**config.mk**
```make
export PLATFORM = sky130hd
export DESIGN_NAME = ccf_cache_ctrl
export DESIGN_NICKNAME = d
export VERILOG_FILES = /design/src/shared/ccf_pkg.sv /design/src/hdl/ccf_cache_ctrl.sv
export VERILOG_INCLUDE_DIRS = /design/src /design/src/shared
export SDC_FILE = /design/constraint.sdc
export NUM_CORES = 1
export LEC_CHECK = 0
export BUFFER_PORTS_ARGS = -buffer_cell sky130_fd_sc_hd__buf_2
export CORE_MARGIN = 2
export CORE_UTILIZATION = 40
export DETAILED_ROUTE_END_ITERATION = 10
export GPL_ROUTABILITY_DRIVEN = 0
export MAX_ROUTING_LAYER = met4
export PLACE_DENSITY = 0.63
export RECOVER_POWER = 50
export SLEW_MARGIN = 20
export SYNTH_ARGS = -nofsm -noshare
export SYNTH_HDL_FRONTEND = slang
export SYNTH_SLANG_ARGS = --single-unit
```
**constraint.sdc**
```tcl
create_clock -name clk_sys -period 3.3 [get_ports clk_sys]
set_input_delay 0.66 -clock clk_sys [delete_from_list [all_inputs] [get_ports clk_sys]]
set_output_delay 0.66 -clock clk_sys [all_outputs]
set_load 0.02 [all_outputs]
```
**src/shared/ccf_defs.svh**
```systemverilog
// Constants for the cache control block: sizes, counts, index values, encodings.
// Assumes inclusion by bare name from the package and the design module.
`ifndef CCF_DEFS_SVH
`define CCF_DEFS_SVH
`define CCF_LINES 16
`define CCF_IDX_W 4
`define CCF_TAG_W 8
`define CCF_LAST_IDX 4'hf
`define CCF_IDX_ZERO 4'h0
`define CCF_IDX_ONE 4'h1
// Organisation encodings
`define CCF_ORG_UNIFIED 2'h0
`define CCF_ORG_INSTR 2'h1
`define CCF_ORG_DATA 2'h2
`endif

```
**src/shared/ccf_pkg.sv**
```systemverilog
// Types shared by the cache control block and its bench.
// Assumes ccf_defs.svh is on the include path.
`default_nettype none
`include "ccf_defs.svh"
package ccf_pkg;
    // Control register contents
    typedef struct packed {
        logic [1:0] org;
        logic freeze_bit;
        logic clear_all_bit;
        logic instr_only_clear_bit;
        logic data_only_clear_bit;
    } ccf_ctrl_s;
    // One access from the core
    typedef struct packed {
        logic valid;
        logic is_instr;
        logic [`CCF_IDX_W-1:0] idx;
        logic [`CCF_TAG_W-1:0] tag;
    } ccf_acc_s;
    // Answer to an access
    typedef struct packed {
        logic done;
        logic hit;
        logic alloc;
        logic evict;
    } ccf_rsp_s;
    typedef enum logic [1:0] {
        CCF_IDLE = 2'b01,
        CCF_CLEAR = 2'b10
    } ccf_state_e;
    typedef struct packed {
        ccf_state_e st;
        ccf_ctrl_s ctrl;
        logic [`CCF_IDX_W-1:0] cidx;
        logic cl_i;
        logic cl_d;
        logic [`CCF_LINES-1:0] vld;
        logic [`CCF_LINES-1:0] isi;
        logic [`CCF_LINES-1:0][`CCF_TAG_W-1:0] tags;
        ccf_rsp_s rsp;
    } ccf_state_s;
endpackage
`default_nettype wire

```
**src/hdl/ccf_cache_ctrl.sv**
```systemverilog
// Cache control: organisation, freeze and whole-cache clear over a tag array.
// Assumes the core writes the control register as a one-cycle strobe and
// issues one access at a time, same clock, synchronous reset.
//
// Contract
// - unified, instruction-only or data-only organisation
// - freeze never replaces a valid line
// - clear-all bit written while idle starts a clear
// - unified clear scoped by instr/data bits
// - partial clear keeps other lines intact
`timescale 1ns/1ps
`default_nettype none
`include "ccf_defs.svh"
module ccf_cache_ctrl (
    input wire logic clk_sys,
    input wire logic sys_rst,
    input wire logic ctrl_wr,
    input wire ccf_pkg::ccf_ctrl_s ctrl_wdata,
    output ccf_pkg::ccf_ctrl_s cache_ctrl_reg,
    output logic clear_busy,
    input wire ccf_pkg::ccf_acc_s acc,
    output logic acc_ready,
    output ccf_pkg::ccf_rsp_s rsp
);
    import ccf_pkg::*;

    // ------------------------------------------------------------
    // State
    // ------------------------------------------------------------
    ccf_state_s s; // Registered state
    ccf_state_s next_s; // Next state
    logic cacheable; // Access type served by organisation
    logic line_hit; // Tag match on valid line

    // Accesses wait while a clear walks the array
    assign acc_ready = (s.st == CCF_IDLE) && !ctrl_wr;
    assign clear_busy = (s.st == CCF_CLEAR);
    assign cache_ctrl_reg = s.ctrl;
    assign rsp = s.rsp;

    always_comb begin
        case (s.ctrl.org)
            `CCF_ORG_INSTR: cacheable = acc.is_instr;
            `CCF_ORG_DATA: cacheable = !acc.is_instr;
            default: cacheable = 1'b1;
        endcase
    end
    assign line_hit = s.vld[acc.idx] && (s.tags[acc.idx] == acc.tag)
        && (s.isi[acc.idx] == acc.is_instr);

    // ------------------------------------------------------------
    // Next-state logic
    // ------------------------------------------------------------
    always_comb begin
        next_s = s;
        next_s.rsp = '0;
        case (s.st)
            CCF_IDLE: begin
                if (ctrl_wr) begin
                    next_s.ctrl = ctrl_wdata;
                    // Clear bit is an action, not stored state
                    next_s.ctrl.clear_all_bit = 1'b0;
                    if (ctrl_wdata.clear_all_bit) begin
                        next_s.st = CCF_CLEAR;
                        next_s.cidx = `CCF_IDX_ZERO;
                        if (ctrl_wdata.org == `CCF_ORG_UNIFIED) begin
                            next_s.cl_i = !ctrl_wdata.data_only_clear_bit
                                || ctrl_wdata.instr_only_clear_bit;
                            next_s.cl_d = !ctrl_wdata.instr_only_clear_bit
                                || ctrl_wdata.data_only_clear_bit;
                        end else begin
                            next_s.cl_i = 1'b1;
                            next_s.cl_d = 1'b1;
                        end
                    end
                end else if (acc.valid) begin
                    next_s.rsp.done = 1'b1;
                    if (cacheable && line_hit) begin
                        next_s.rsp.hit = 1'b1;
                    end else if (cacheable && !s.vld[acc.idx]) begin
                        // Fill an empty entry
                        next_s.rsp.alloc = 1'b1;
                        next_s.vld[acc.idx] = 1'b1;
                        next_s.isi[acc.idx] = acc.is_instr;
                        next_s.tags[acc.idx] = acc.tag;
                    end else if (cacheable && !s.ctrl.freeze_bit) begin
                        next_s.rsp.alloc = 1'b1;
                        next_s.rsp.evict = 1'b1;
                        next_s.isi[acc.idx] = acc.is_instr;
                        next_s.tags[acc.idx] = acc.tag;
                    end
                end
            end
            CCF_CLEAR: begin
                // only lines in scope are touched
                if ((s.isi[s.cidx] && s.cl_i) || (!s.isi[s.cidx] && s.cl_d)) begin
                    next_s.vld[s.cidx] = 1'b0;
                end
                if (s.cidx == `CCF_LAST_IDX) begin
                    next_s.st = CCF_IDLE;
                end
                next_s.cidx = s.cidx + `CCF_IDX_ONE;
            end
            default: next_s.st = CCF_IDLE;
        endcase
    end

    // ------------------------------------------------------------
    // State register
    // ------------------------------------------------------------
    always_ff @(posedge clk_sys) begin
        if (sys_rst) begin
            s <= '0;
            s.st <= CCF_IDLE;
        end else begin
            s <= next_s;
        end
    end
endmodule
`default_nettype wire

```
==> results.yml <==
timing:
  maxSlewHeadroom_pct: 24.0
  min_period_ns: 3.19
  tightest_slew_ns: 1.14
  hold_viol_final: 0
  setup_viol: 0
  fmax_mhz: 313
  tns_ns: 0
  skew_ns: 0.0173
  fin_hold_ws_ns: 0.439
  slew_violations: 0
  rsz0062_at_grt: "false"
  fin_crit_sh_pct: 96.7
hold_path:
  hp-start: "ctrl_wdata[0]"
  hp-class: "primary input to register"
  min_path_cells: 2
  holdPathEnd: "s[165]$_SDFFE_PP0P_"
final_layout:
  final_util_pct: 46.2
  fillers: 2071
  final_common_cell: "dfxtp_1"
  most-common-layout-cells: "dfxtp_1 (177), mux2i_1 (176), nor2_1 (97)"
  insertedDiodeCount: 0
  fin_nets: 899
  drive_gt1_share_pct: 21.3
  area_growth_pct: 13.7
grt:
  overflow: 0
  grt_max_degree: 60
  grt.total_usage_pct: 19.8
  grt_antenna_before_repair: 0
  grt_pass1_wl_mm: 35.0
  grt_pass1_vias: 6147
place:
  hpwl_mm: 15.1
  port_buffers: 33
route:
  drc: 0
  vias_per_cell: 5.31
  drt-initial-drc-count: 454
  wirelength_mm: 22.0
  antenna_left: 0
  firstDrtPassIters: 7
  wl_per_cell_um: 18.9
  vias: 6181
worst_setup_path:
  cp_slowest_stage_delay_ns: 0.55
  cpMaxStageDelayCell: "mux4_2"
  r2r_start: "cache_ctrl_reg[4]$_SDFFE_PP0P_"
  crit_fanout: 17
  reg2reg_slack_ns: 0.36
  critPathKind: "primary input to register"
  worstPathCellList: "buf_2 -> buf_12 -> mux4_2 -> mux2i_1 -> nor4b_2 -> buf_4 -> nand4_4 -> clkbuf_1 -> o31ai_1 -> clkbuf_1 -> mux2i_1 -> nor2_1"
  reg2regPathDepth: 13
  endpoint_kind: "register"
  cp.required_ns: 3.58
  start_kind: "primary input"
  worstPathArrival_ns: 3.47
synthesis:
  ys_types: 51
  seq_area_frac_synth_pct: 40.3
  synth_enable_flop_cells: 0
  ys.flop_type: "dfxtp_1"
  async_flop_share_pct: 0
  yosysWarnings: 0
  synth_nets: 866
  ys_ff_latch: 177
  syn_inst: 837
  avgSynthCellArea_um2: 10.5
  syn_area_um2: 8800
power_and_ir_drop:
  pwr_density_cell_nw_per_um2: 466
  finalPower_mw: 4.66
  peakVddDrop_mv: 0.270
  leakage_nw: 4.57
die:
  dieWidth_um: 152
  dieArea_um2: 23200
  start_util_pct: 40.6
  rows: 54
  core_area_um2: 21700
  die_height_um: 152
  io_pins: 35
clock_network:
  clk_pin_slew_ns: 0.07
  clock_latency_ns: 0.44
  numCtsBuffers: 17
  clkSinkCount: 177
  root_buffer: "clkbuf_16"
  clockBufferDepth: 2
  h-tree-depth: 4
  holdBufCountCts: 0
  tritoncts: "built"
  post-cts-setup-buffer-count: 0
  cts_resized: 0
job:
  maxCapViolCount: 0
status:
  status: "finished, final reports clean"
worst max path at each step:
stage	start	endpoint	slack [ns]	cells after the start
finish	acc[11]	register	0.11	12
global route	acc[11]	register	0.02	12
CTS	acc[11]	register	0.13	12
detailed placement	acc[11]	register	-0.32	12
global placement	acc[11]	register	-0.34	12
floorplan	acc[9]	register	0.11	11
through the flow:
stage	area [um^2]	cells	worst slack, ns
floorplan	8800	837	0.106
detailed placement	9460	1131	-0.318
finish	10000	1163	0.109
CTS	10100	1163	0.129
global placement	9460	1131	-0.339
global route	10000	1163	0.0156
critical path: cells and delay by family:
| family | cells | cell delay (ns) |
|---|---|---|
| multiplexers | 3 | 0.93 |
| AND/OR/NAND/NOR | 3 | 0.51 |
| buffers and inverters | 5 | 1.05 |
| AO/OA/AOI/OAI | 1 | 0.31 |
cells by family (layout without fill, tap and decap cells):
kind of cell / after synthesis / after routing / share of synthesized area (%)
xor gates and xnor gates: 8 / 8 / 0.967
buffers and inverters: 98 / 144 / 6.54
muxes: 224 / 224 / 31.4
other: 1 / 1 / 0.0426
AOI/OAI and AO/OA: 59 / 59 / 4.08
adders and majority gates: 6 / 6 / 0.853
and+or+nand+nor: 264 / 264 / 15.8
DFF: 177 / 177 / 40.3
Yosys cell counts, types with 9 or more instances:
cell type  instances  area (um^2)
a21oi_1           20          100
buf_1             10         37.5
buf_4             25          188
clkbuf_1          36          135
dfxtp_1          177         3540
inv_1              9         33.8
mux2i_1          176         1760
mux4_2            40          901
nand2_1           31          116
nand2b_1          87          544
nor2_1            97          364
nor4_1             9         56.3
o21ai_0           17         85.1
report_power, final:
group / internal (mW) / leakage, nW / switching (mW) / total, mW
Clock: 1.23 / 0.298 / 0.910 / 2.14
Combinational: 0.146 / 2.85 / 0.208 / 0.355
Sequential: 2.16 / 1.43 / 0.0135 / 2.17
final cells by class:
cell class	count	area, um^2	area share [%]
Multi-Input combinational cell	562	4730	47.2
Sequential cell	177	3540	35.4
Timing Repair Buffer	103	738	7.37
Clock buffer	19	443	4.42
Tap cell	280	350	3.50
Clock inverter	13	176	1.76
Inverter	9	33.8	0.337
per-layer routing:
layer  share of wire, %  GRT usage (%)  vias up
met5                  0              -        -
met2                 46           30.7      173
met3                4.7           3.95       26
met1                 47           26.4     3005
li1                   -              -     2977
met4                1.8           6.10        0
No activity file was read; power rests on OpenSTA's default activity.
